File: src/pmr_pkg.sv
// Function
// - Pin, watchdog, power-on and brownout resets merge into one chip reset.
// - Any chip reset starts the RC oscillator and flash initialisation.
// - After internal reset the core fetches from address 0, defaults loaded.
// - Internal reset state drives the reset status output.
// - Reset pin low 50 ns or more resets and wakes from low power.
// - Reset pin is ignored in deep power-down.
// - Power-up and deep power-down wake select the 12 MHz RC oscillator.
// - After chip reset the PLL is off and bypassed until software enables it.
// - Sleep stops only the core clock; peripherals keep running.
// - Sleep holds execution until reset or interrupt.
// - Deep-sleep keeps only the RC oscillator; analog off, flash standby.
// - Deep-sleep wakes on reset, GPIO, watchdog, USB, RTC, serial port.
// - Power-down stops all clocks but watchdog oscillator; analog, flash off.
// - Power-down wakes on the same sources as deep-sleep.
// - Deep power-down powers off all; wakes on wake pin or RTC.
// - Lock bit refuses deep power-down entry.
// - Brownout below selected level raises interrupt and readable status.
// - Two selectable brownout levels; crossing the selected one forces reset.
// - Writable register holds one clock enable per peripheral.
`default_nettype none
package pmr_pkg;
  localparam int unsigned CLK_PERIOD_NS = 25;
  localparam int unsigned PIN_MIN_NS    = 50;
  localparam int unsigned PIN_MIN_CYC   =
    (PIN_MIN_NS + CLK_PERIOD_NS - 1) / CLK_PERIOD_NS;
  localparam int unsigned RST_HOLD_CYC  = 8;
  localparam int unsigned NUM_WAKE      = 8;
  localparam int unsigned ADDR_W        = 4;
  localparam logic [31:0] BOOT_ADDR     = 32'h0000_0000;
  localparam logic [3:0]  ADR_CTRL      = 4'h0;
  localparam logic [3:0]  ADR_WAKE      = 4'h4;
  localparam logic [3:0]  ADR_PCLK      = 4'h8;
  localparam logic [3:0]  ADR_STAT      = 4'hC;
  localparam logic [1:0]  SEL_SLEEP     = 2'h0;
  localparam logic [1:0]  SEL_DSLEEP    = 2'h1;
  localparam logic [1:0]  SEL_PDOWN     = 2'h2;
  localparam logic [1:0]  SEL_DPD       = 2'h3;
  localparam logic [1:0]  CLK_IRC       = 2'h0;
  localparam logic [1:0]  CLK_SYSOSC    = 2'h1;
  localparam logic [1:0]  CLK_PLL       = 2'h2;
  localparam logic [7:0]  WAKE_RST      = 8'hFF;
  localparam int unsigned CAUSE_LSB     = 5;
  localparam int unsigned CAUSE_W       = 5;

  typedef enum logic [2:0] {
    ST_ACTIVE = 3'h0,
    ST_SLEEP  = 3'h1,
    ST_DSLEEP = 3'h2,
    ST_PDOWN  = 3'h3,
    ST_DPD    = 3'h4
  } pmr_state_e;

  typedef struct packed {
    logic [1:0] clkSel;
    logic       pllOn;
    logic       pllBypass;
    logic       bodRstEn;
    logic       bodRstLvl;
    logic       bodIntLvl;
    logic       bodKeep;
    logic       wdOscKeep;
    logic       wdtOnIrc;
    logic       dpdLock;
    logic [1:0] modeSel;
  } pmr_ctrl_s;

  localparam pmr_ctrl_s CTRL_RST = '{
    clkSel: CLK_IRC, pllOn: 1'b0, pllBypass: 1'b1, bodRstEn: 1'b1,
    bodRstLvl: 1'b0, bodIntLvl: 1'b0, bodKeep: 1'b0, wdOscKeep: 1'b0,
    wdtOnIrc: 1'b0, dpdLock: 1'b0, modeSel: SEL_SLEEP};

  typedef struct packed {
    logic dpdWake;
    logic brownout_detector;
    logic por;
    logic wdt;
    logic pin;
  } pmr_cause_s;

  typedef struct packed {
    pmr_cause_s cause;
    logic       pllLocked;
    logic       bodIrq;
    pmr_state_e mode;
  } pmr_stat_s;

  typedef struct packed {
    logic coreClkEn;
    logic ircOn;
    logic ircOutEn;
    logic sysOscOn;
    logic wdOscOn;
    logic pllOn;
    logic pllBypass;
    logic analogOn;
    logic flashOn;
    logic flashStandby;
    logic bodOn;
    logic corePowerOn;
  } pmr_gate_s;
endpackage : pmr_pkg
`default_nettype wire

File: src/pmr_power_reset_ctrl.sv
// The strobed register port and the register addresses were chosen for this implementation.
`default_nettype none
module pmr_power_reset_ctrl #(
  parameter int unsigned NPERIPH = 16
) (
  // Clock and reset
  input  wire logic                     core_clk,
  input  wire logic                     rst_b,
  // Register port
  input  wire logic [pmr_pkg::ADDR_W-1:0] regAddr,
  input  wire logic [31:0]              regWrData,
  input  wire logic                     regWrStb,
  input  wire logic                     regRdStb,
  output logic      [31:0]              regRdData,
  // Reset sources
  input  wire logic                     resetPin_b,
  input  wire logic                     wdtReset,
  input  wire logic [1:0]               bodBelow,
  // Processor core
  input  wire logic                     sleepReq,
  input  wire logic                     irqPending,
  output logic                          coreRst,
  output logic      [31:0]              fetchAddr,
  // Wake sources
  input  wire logic                     gpioWake,
  input  wire logic                     wdtIrq,
  input  wire logic                     usbIrq,
  input  wire logic                     rtcIrq,
  input  wire logic [3:0]               uartIrq,
  input  wire logic                     deepPdWakePin_b,
  // Clock and power control
  input  wire logic                     pllLocked,
  output pmr_pkg::pmr_gate_s            gate,
  output logic      [NPERIPH-1:0]       periphClkEn,
  output logic      [1:0]               mainClkSel,
  // Status
  output logic                          resetStatusOut,
  output logic                          flashInitStart,
  output logic                          bodIrq
);
  import pmr_pkg::*;

  localparam int unsigned PCNT_W = $clog2(PIN_MIN_CYC + 1);
  localparam int unsigned RCNT_W = $clog2(RST_HOLD_CYC + 1);
  localparam logic [PCNT_W-1:0] PIN_LAST = PCNT_W'(PIN_MIN_CYC - 1);
  localparam logic [RCNT_W-1:0] RST_LOAD = RCNT_W'(RST_HOLD_CYC);

  generate
    if (NPERIPH < 1 || NPERIPH > 32)
    begin : g_bad_nperiph
      $error("NPERIPH must be 1 to 32");
    end
  endgenerate

  // ************************************************************
  // Reset synchroniser
  // ************************************************************
  logic rstMeta;
  logic rstSync_b;

  always_ff @(posedge core_clk or negedge rst_b)
  begin
    if (!rst_b)
    begin
      rstMeta   <= 1'b0;
      rstSync_b <= 1'b0;
    end
    else
    begin
      rstMeta   <= 1'b1;
      rstSync_b <= rstMeta;
    end
  end

  // ************************************************************
  // Reset sources
  // ************************************************************
  pmr_state_e         state;
  pmr_state_e         next_state;
  pmr_ctrl_s          ctrl;
  logic [PCNT_W-1:0]  pinLowCnt;
  logic [RCNT_W-1:0]  rstCnt;
  logic               pinRst;
  logic               wdtRst;
  logic               bodLive;
  logic               bodRst;
  logic               dpdWake;
  logic               rstReq;
  logic               intRst;

  always_ff @(posedge core_clk or negedge rstSync_b)
  begin
    if (!rstSync_b)
      pinLowCnt <= '0;
    else if (resetPin_b || state == ST_DPD)
      pinLowCnt <= '0;
    else if (pinLowCnt != PIN_LAST)
      pinLowCnt <= pinLowCnt + PCNT_W'(1);
  end

  assign pinRst  = !resetPin_b && state != ST_DPD &&
                   pinLowCnt == PIN_LAST;
  assign wdtRst  = wdtReset && state != ST_DPD;
  assign bodLive = state == ST_ACTIVE || state == ST_SLEEP ||
                   ((state == ST_DSLEEP || state == ST_PDOWN) &&
                    ctrl.bodKeep);
  assign bodRst  = bodLive && ctrl.bodRstEn &&
                   bodBelow[ctrl.bodRstLvl];
  assign dpdWake = state == ST_DPD &&
                   (!deepPdWakePin_b || rtcIrq);
  assign rstReq  = pinRst || wdtRst || bodRst || dpdWake;
  assign intRst  = rstCnt != '0;

  // Internal reset stretcher; power-on loads it too
  always_ff @(posedge core_clk or negedge rstSync_b)
  begin
    if (!rstSync_b)
      rstCnt <= RST_LOAD;
    else if (rstReq)
      rstCnt <= RST_LOAD;
    else if (rstCnt != '0)
      rstCnt <= rstCnt - RCNT_W'(1);
  end

  always_ff @(posedge core_clk or negedge rstSync_b)
  begin
    if (!rstSync_b)
    begin
      coreRst        <= 1'b1;
      resetStatusOut <= 1'b1;
      flashInitStart <= 1'b1;
      fetchAddr      <= BOOT_ADDR;
    end
    else
    begin
      coreRst        <= intRst;
      resetStatusOut <= intRst;
      flashInitStart <= rstReq && !intRst;
      fetchAddr      <= BOOT_ADDR;
    end
  end

  // ************************************************************
  // Registers
  // ************************************************************
  logic [NUM_WAKE-1:0] wakeEn;
  logic [NUM_WAKE-1:0] wakeSrc;
  logic [NPERIPH-1:0]  pclkEn;
  pmr_cause_s          cause;
  pmr_cause_s          causeClr;
  pmr_stat_s           stat;
  logic                wrCtrl;
  logic                wrStat;

  assign wrCtrl   = regWrStb && !intRst && regAddr == ADR_CTRL;
  assign wrStat   = regWrStb && regAddr == ADR_STAT;
  assign causeClr = wrStat ? pmr_cause_s'(regWrData[CAUSE_LSB +: CAUSE_W])
                           : pmr_cause_s'('0);

  // Chip reset returns every control register to its default
  always_ff @(posedge core_clk or negedge rstSync_b)
  begin
    if (!rstSync_b)
      ctrl <= CTRL_RST;
    else if (intRst)
      ctrl <= CTRL_RST;
    else if (wrCtrl)
      ctrl <= pmr_ctrl_s'(regWrData[$bits(pmr_ctrl_s)-1:0]);
  end

  always_ff @(posedge core_clk or negedge rstSync_b)
  begin
    if (!rstSync_b)
      wakeEn <= WAKE_RST;
    else if (intRst)
      wakeEn <= WAKE_RST;
    else if (regWrStb && regAddr == ADR_WAKE)
      wakeEn <= regWrData[NUM_WAKE-1:0];
  end

  always_ff @(posedge core_clk or negedge rstSync_b)
  begin
    if (!rstSync_b)
      pclkEn <= '1;
    else if (intRst)
      pclkEn <= '1;
    else if (regWrStb && regAddr == ADR_PCLK)
      pclkEn <= regWrData[NPERIPH-1:0];
  end

  // Reset cause flags survive chip reset except power-on, which sets only por; a new cause wins over clear
  always_ff @(posedge core_clk or negedge rstSync_b)
  begin
    if (!rstSync_b)
      cause <= '{dpdWake: 1'b0, brownout_detector: 1'b0, por: 1'b1,
                 wdt: 1'b0, pin: 1'b0};
    else
    begin
      cause.pin     <= pinRst  || (cause.pin     && !causeClr.pin);
      cause.wdt     <= wdtRst  || (cause.wdt     && !causeClr.wdt);
      cause.por     <= cause.por && !causeClr.por;
      cause.brownout_detector     <= bodRst  || (cause.brownout_detector     && !causeClr.brownout_detector);
      cause.dpdWake <= dpdWake ||
                       (cause.dpdWake && !causeClr.dpdWake);
    end
  end

  assign stat = '{cause: cause, pllLocked: pllLocked,
                  bodIrq: bodIrq, mode: state};

  // Read data stand only in the cycle after the strobe
  always_ff @(posedge core_clk or negedge rstSync_b)
  begin
    if (!rstSync_b)
      regRdData <= '0;
    else if (regRdStb)
    begin
      case (regAddr)
        ADR_CTRL: regRdData <= 32'(ctrl);
        ADR_WAKE: regRdData <= 32'(wakeEn);
        ADR_PCLK: regRdData <= 32'(pclkEn);
        ADR_STAT: regRdData <= 32'(stat);
        default:  regRdData <= '0;
      endcase
    end
    else
      regRdData <= '0;
  end

  // ************************************************************
  // Power mode sequencer
  // ************************************************************
  assign wakeSrc = {uartIrq, rtcIrq, usbIrq, wdtIrq, gpioWake};

  always_comb
  begin
    next_state = state;
    case (state)
      ST_ACTIVE:
        if (sleepReq)
        begin
          if (ctrl.modeSel == SEL_SLEEP)
            next_state = ST_SLEEP;
          else if (ctrl.modeSel == SEL_DSLEEP)
            next_state = ST_DSLEEP;
          else if (ctrl.modeSel == SEL_PDOWN)
            next_state = ST_PDOWN;
          else if (!ctrl.dpdLock)
            next_state = ST_DPD;
        end
      ST_SLEEP:
        if (irqPending)
          next_state = ST_ACTIVE;
      ST_DSLEEP, ST_PDOWN:
        if (|(wakeSrc & wakeEn))
          next_state = ST_ACTIVE;
      ST_DPD:
        next_state = ST_DPD;
      default:
        next_state = ST_ACTIVE;
    endcase
  end

  // A chip reset also ends any low-power mode
  always_ff @(posedge core_clk or negedge rstSync_b)
  begin
    if (!rstSync_b)
      state <= ST_ACTIVE;
    else if (intRst)
      state <= ST_ACTIVE;
    else
      state <= next_state;
  end

  // ************************************************************
  // Clock and power gating
  // ************************************************************
  pmr_gate_s next_gate;

  always_comb
  begin
    next_gate = '{coreClkEn: 1'b1, ircOn: 1'b1, ircOutEn: 1'b1,
                  sysOscOn: ctrl.clkSel == CLK_SYSOSC,
                  wdOscOn: ctrl.wdOscKeep, pllOn: ctrl.pllOn,
                  pllBypass: ctrl.pllBypass || !ctrl.pllOn,
                  analogOn: 1'b1, flashOn: 1'b1, flashStandby: 1'b0,
                  bodOn: 1'b1, corePowerOn: 1'b1};
    case (state)
      ST_ACTIVE:
        next_gate.coreClkEn = 1'b1;
      ST_SLEEP:
        next_gate.coreClkEn = 1'b0;
      ST_DSLEEP:
      begin
        next_gate.coreClkEn    = 1'b0;
        next_gate.ircOutEn     = ctrl.wdtOnIrc;
        next_gate.sysOscOn     = 1'b0;
        next_gate.pllOn        = 1'b0;
        next_gate.pllBypass    = 1'b1;
        next_gate.analogOn     = 1'b0;
        next_gate.flashStandby = 1'b1;
        next_gate.bodOn        = ctrl.bodKeep;
      end
      ST_PDOWN:
      begin
        next_gate.coreClkEn = 1'b0;
        next_gate.ircOn     = 1'b0;
        next_gate.ircOutEn  = 1'b0;
        next_gate.sysOscOn  = 1'b0;
        next_gate.pllOn     = 1'b0;
        next_gate.pllBypass = 1'b1;
        next_gate.analogOn  = 1'b0;
        next_gate.flashOn   = 1'b0;
        next_gate.bodOn     = ctrl.bodKeep;
      end
      ST_DPD:
        next_gate = '0;
      default:
        next_gate.coreClkEn = 1'b0;
    endcase
    if (intRst)
    begin
      next_gate.coreClkEn   = 1'b0;
      next_gate.ircOn       = 1'b1;
      next_gate.ircOutEn    = 1'b1;
      next_gate.corePowerOn = 1'b1;
      next_gate.flashOn     = 1'b1;
      next_gate.pllOn       = 1'b0;
      next_gate.pllBypass   = 1'b1;
      next_gate.sysOscOn    = 1'b0;
    end
  end

  always_ff @(posedge core_clk or negedge rstSync_b)
  begin
    if (!rstSync_b)
    begin
      gate        <= '{coreClkEn: 1'b0, ircOn: 1'b1, ircOutEn: 1'b1,
                       pllBypass: 1'b1, flashOn: 1'b1,
                       corePowerOn: 1'b1, default: 1'b0};
      periphClkEn <= '0;
      mainClkSel  <= CLK_IRC;
      bodIrq      <= 1'b0;
    end
    else
    begin
      gate        <= next_gate;
      periphClkEn <= ((state == ST_ACTIVE || state == ST_SLEEP) &&
                      !intRst) ? pclkEn : '0;
      mainClkSel  <= intRst ? CLK_IRC : ctrl.clkSel;
      bodIrq      <= bodLive && bodBelow[ctrl.bodIntLvl];
    end
  end
endmodule : pmr_power_reset_ctrl
`default_nettype wire

File: config.mk
export PLATFORM = sky130hd
export DESIGN_NAME = pmr_power_reset_ctrl
export DESIGN_NICKNAME = d
export VERILOG_FILES = /design/src/pmr_pkg.sv /design/src/pmr_power_reset_ctrl.sv
export SDC_FILE = /design/constraint.sdc
export NUM_CORES = 1
export LEC_CHECK = 0
export ABC_AREA = 1
export CAP_MARGIN = 20
export CORE_MARGIN = 4
export CORE_UTILIZATION = 42
export CTS_CLUSTER_DIAMETER = 120
export DETAILED_ROUTE_END_ITERATION = 16
export DONT_BUFFER_PORTS = 1
export RECOVER_POWER = 50
export SYNTH_ARGS = -nofsm -noshare
export SYNTH_HDL_FRONTEND = slang
export SYNTH_SLANG_ARGS = --single-unit
File: constraint.sdc
create_clock -name core_clk -period 4.9 [get_ports core_clk]
set_input_delay 0.49 -clock core_clk [delete_from_list [all_inputs] [get_ports core_clk]]
set_output_delay 0.49 -clock core_clk [all_outputs]
set_load 0.02 [all_outputs]
==> flow_metrics.env <==
export IMPL_post_cts_buffers=0
export IMPL_portBuffers=0
export IMPL_finalCriticalPeriod_ns=2.64
export IMPL_final_area_mm2=0.00474
export IMPL_period_share_pct=53.9
export IMPL_grt_remaining_overflow=0
export IMPL_die_height_um=113
export IMPL_rows=38
export IMPL_status="finished, violations left"
export IMPL_cts_root_buf="clkbuf_8"
export IMPL_tightest_slew_ns=2.45
export IMPL_worstSetupPathType="reg2async"
export IMPL_multiInputGateArea_mm2=0.00152
export IMPL_rsz0062_at_grt="no"
export IMPL_place_area_mm2=0.00457
export IMPL_setup_tns_ns=0
export IMPL_comb_power_share_pct=16.9
export IMPL_vias_per_cell=4.81
export IMPL_io_pins=154
export IMPL_hpwl_mm=7.86
export IMPL_first_pass_iters=4
export IMPL_slew_viol_final=65
export IMPL_grt_pass1_vias=3229
export IMPL_seqCellArea_mm2=0.00257
export IMPL_yosysUniqueCellTypes=33
export IMPL_crit_buf_inv=1
export IMPL_nFillCells=1092
export IMPL_hold_path_class="in2reg"
export IMPL_grt_pass1_wl_mm=16.3
export IMPL_max_slew_margin_rel_pct=-63.6
export IMPL_cp_required_ns=5.35
export IMPL_switching_share_pct=32.7
export IMPL_yosys_warnings=0
export IMPL_crit_chain="buf_4"
export IMPL_power_mw=1.84
export IMPL_remaining_drc_errors=0
export IMPL_cts_sinks=101
export IMPL_p_int_mw=1.24
export IMPL_gp_congestion=0.850
export IMPL_layout_drive_gt1_share_pct=12.0
export IMPL_fin_util_pct=43.6
export IMPL_coreArea_mm2=0.0109
export IMPL_start_util_pct=42.9
export IMPL_wl_mm=10.3
export IMPL_cts_tree="built"
export IMPL_ys_seq_elements=101
export IMPL_cts_resized=0
export IMPL_synth_area_per_cell_um2=9.11
export IMPL_cts_htree_levels=3
export IMPL_end_kind="async pin"
export IMPL_nets=574
export IMPL_fin_ws_ns=2.26
export IMPL_path_clk_slew_ns=0.09
export IMPL_wire_per_inst_um=15.7
export IMPL_cp_top_family="flip-flops"
export IMPL_layout_common_cells="nor2_1, inv_1, nand2_1"
export IMPL_fmax_mhz=379
export IMPL_drtIter0Drc=226
export IMPL_grt_max_degree=65
export IMPL_critPathSlowestCell="dfrtp_1"
export IMPL_area_growth_pct=1.53
export IMPL_vias=3158
export IMPL_ir_worst_vdd_mv=0.149
export IMPL_seqPwrFrac_pct=57.9
export IMPL_synth_yosys_seq_area_share_pct=55.0
export IMPL_post_place_ws_ns=2.42
export IMPL_crit_fanout=64
export IMPL_layout_commonest_cell="nor2_1"
export IMPL_fp_dieW_um=113
export IMPL_clock_path_buffers=2
export IMPL_critPathArrivalTime_ns=3.09
export IMPL_fin_worst_skew_ns=0.0116
export IMPL_insertion_delay_ns=0.36
export IMPL_slowest_delay_ns=2.01
export IMPL_violations="capacitance limit, slew limit"
export IMPL_syn_inst=513
export IMPL_grtUsageTotal_pct=16.2
export IMPL_fp_dieArea_mm2=0.0129
export IMPL_leakage_nw=2.52
export IMPL_switching_power_mw=0.600
export IMPL_final_hold_violation_count=0
export IMPL_diodes=0
export IMPL_drtAntennaViolNets=0
export IMPL_syn_area_mm2=0.00467
export IMPL_antenna_found_initial=0
export IMPL_power_density_mw_per_mm2=387
export IMPL_cp_start_kind="flip-flop"
export IMPL_setup_viol=0
export IMPL_pwr_share_clk_pct=25.2
export IMPL_max_cap_viol_count=1
export IMPL_cts_buffers=9
[per-layer routing]
metal / GRT usage [%] / part of all wire (%) / routed length, um / up-vias
met5: 0 / 0 / 0 / -
met4: 3.69 / 1.6 / 163 / 0
met3: 6.47 / 8.3 / 854 / 12
met2: 26.5 / 48 / 4940 / 108
met1: 20.2 / 42 / 4340 / 1532
li1: - / - / - / 1506
[synthesized netlist by cell type]
cell type | n | area, um^2
o22ai_1 | 16 | 100
clkbuf_1 | 2 | 7.51
nand2_4 | 2 | 22.5
nand3_1 | 19 | 95.1
nand2_2 | 3 | 18.8
a21oi_1 | 12 | 60.1
o21ai_2 | 1 | 8.76
inv_1 | 70 | 263
buf_6 | 4 | 45.0
buf_1 | 1 | 3.75
buf_4 | 52 | 390
a211oi_1 | 1 | 7.51
xor2_1 | 4 | 35.0
o21ai_0 | 40 | 200
nand4_1 | 3 | 18.8
o21ai_4 | 1 | 16.3
nor2_1 | 72 | 270
o21ai_1 | 8 | 40.0
ha_1 | 7 | 87.6
a31oi_1 | 1 | 6.26
conb_1 | 2 | 7.51
nand3_2 | 2 | 20.0
nor4_1 | 1 | 6.26
buf_2 | 4 | 20.0
nand2_1 | 71 | 267
nor2_4 | 2 | 22.5
inv_4 | 1 | 6.26
nor2_2 | 2 | 12.5
o221ai_1 | 2 | 17.5
inv_2 | 2 | 7.51
dfstp_2 | 34 | 893
nor3_1 | 4 | 20.0
dfrtp_1 | 67 | 1680
[worst paths after layout]
| check | from | to | slack, ns | cells after the start |
|---|---|---|---|---|
| setup / recovery | rstSync_b | pclkEn[5] | 2.26 | 1 |
| hold / removal | regWrData[7] | cause[2] | 0.21 | 1 |
| setup reg to reg | rstSync_b | pclkEn[5] | 2.26 | 1 |
| hold reg to reg | rstMeta | rstSync_b | 0.36 | 0 |
| max in group core_clk | rstCnt[0] | pclkEn[8] | 2.50 | 8 |
| min in group asynchronous | rst_b | rstSync_b | 0.35 | 1 |
[sequential cells by signal (all words and copies together) (netlist names), 3 cells and up]
| register | flops |
|---|---|
| pclkEn | 16 |
| periphClkEn | 16 |
| regRdData | 16 |
| ctrl | 13 |
| gate | 11 |
| wakeEn | 8 |
| cause | 5 |
| rstCnt | 4 |
| state | 3 |
[through the flow]
step                      cells  hold slack (ns)
after floorplan             560            0.194
after global placement      638            0.194
after detailed placement    638            0.194
after CTS                   655            0.197
after global routing        656            0.184
final                       656            0.210
[final cells by class]
class                           instances  share of cell area [%]
Multi-Input combinational cell        323                    32.1
Timing Repair Buffer                    3                   0.686
Clock inverter                          5                   0.791
Clock buffer                           11                    2.77
Tap cell                              140                    3.69
Sequential cell                       101                    54.2
Inverter                               73                    5.83
[what timing repair did]
| item | 4_1_cts | 5_1_grt |
|---|---|---|
| hold buffers | 1 | 0 |
| hold endpoints to repair | 2 | 0 |
| setup endpoints to repair | 0 | 0 |
[power groups by stage]
stage | clock (mW) | sequential [mW] | combinational (mW)
after floorplan | 0 | 1.06 | 0.294
after detailed placement | 0 | 1.08 | 0.305
after global placement | 0 | 1.08 | 0.297
after CTS | 0.479 | 1.07 | 0.308
final | 0.462 | 1.06 | 0.310
after global routing | 0.512 | 1.08 | 0.357
[cell families (layout without fill, tap and decap cells)]
logic type | Yosys count | after routing | share of synthesized area [%]
xor gates and xnor gates | 4 | 4 | 0.750
AOI/OAI and AO/OA | 82 | 82 | 9.77
other | 2 | 49 | 0.161
buffers and inverters | 136 | 92 | 15.9
DFF | 101 | 101 | 55.0
and+or+nand+nor | 181 | 181 | 16.5
adders and majority gates | 7 | 7 | 1.87
Note: power is estimated with default switching activity, not from simulation.
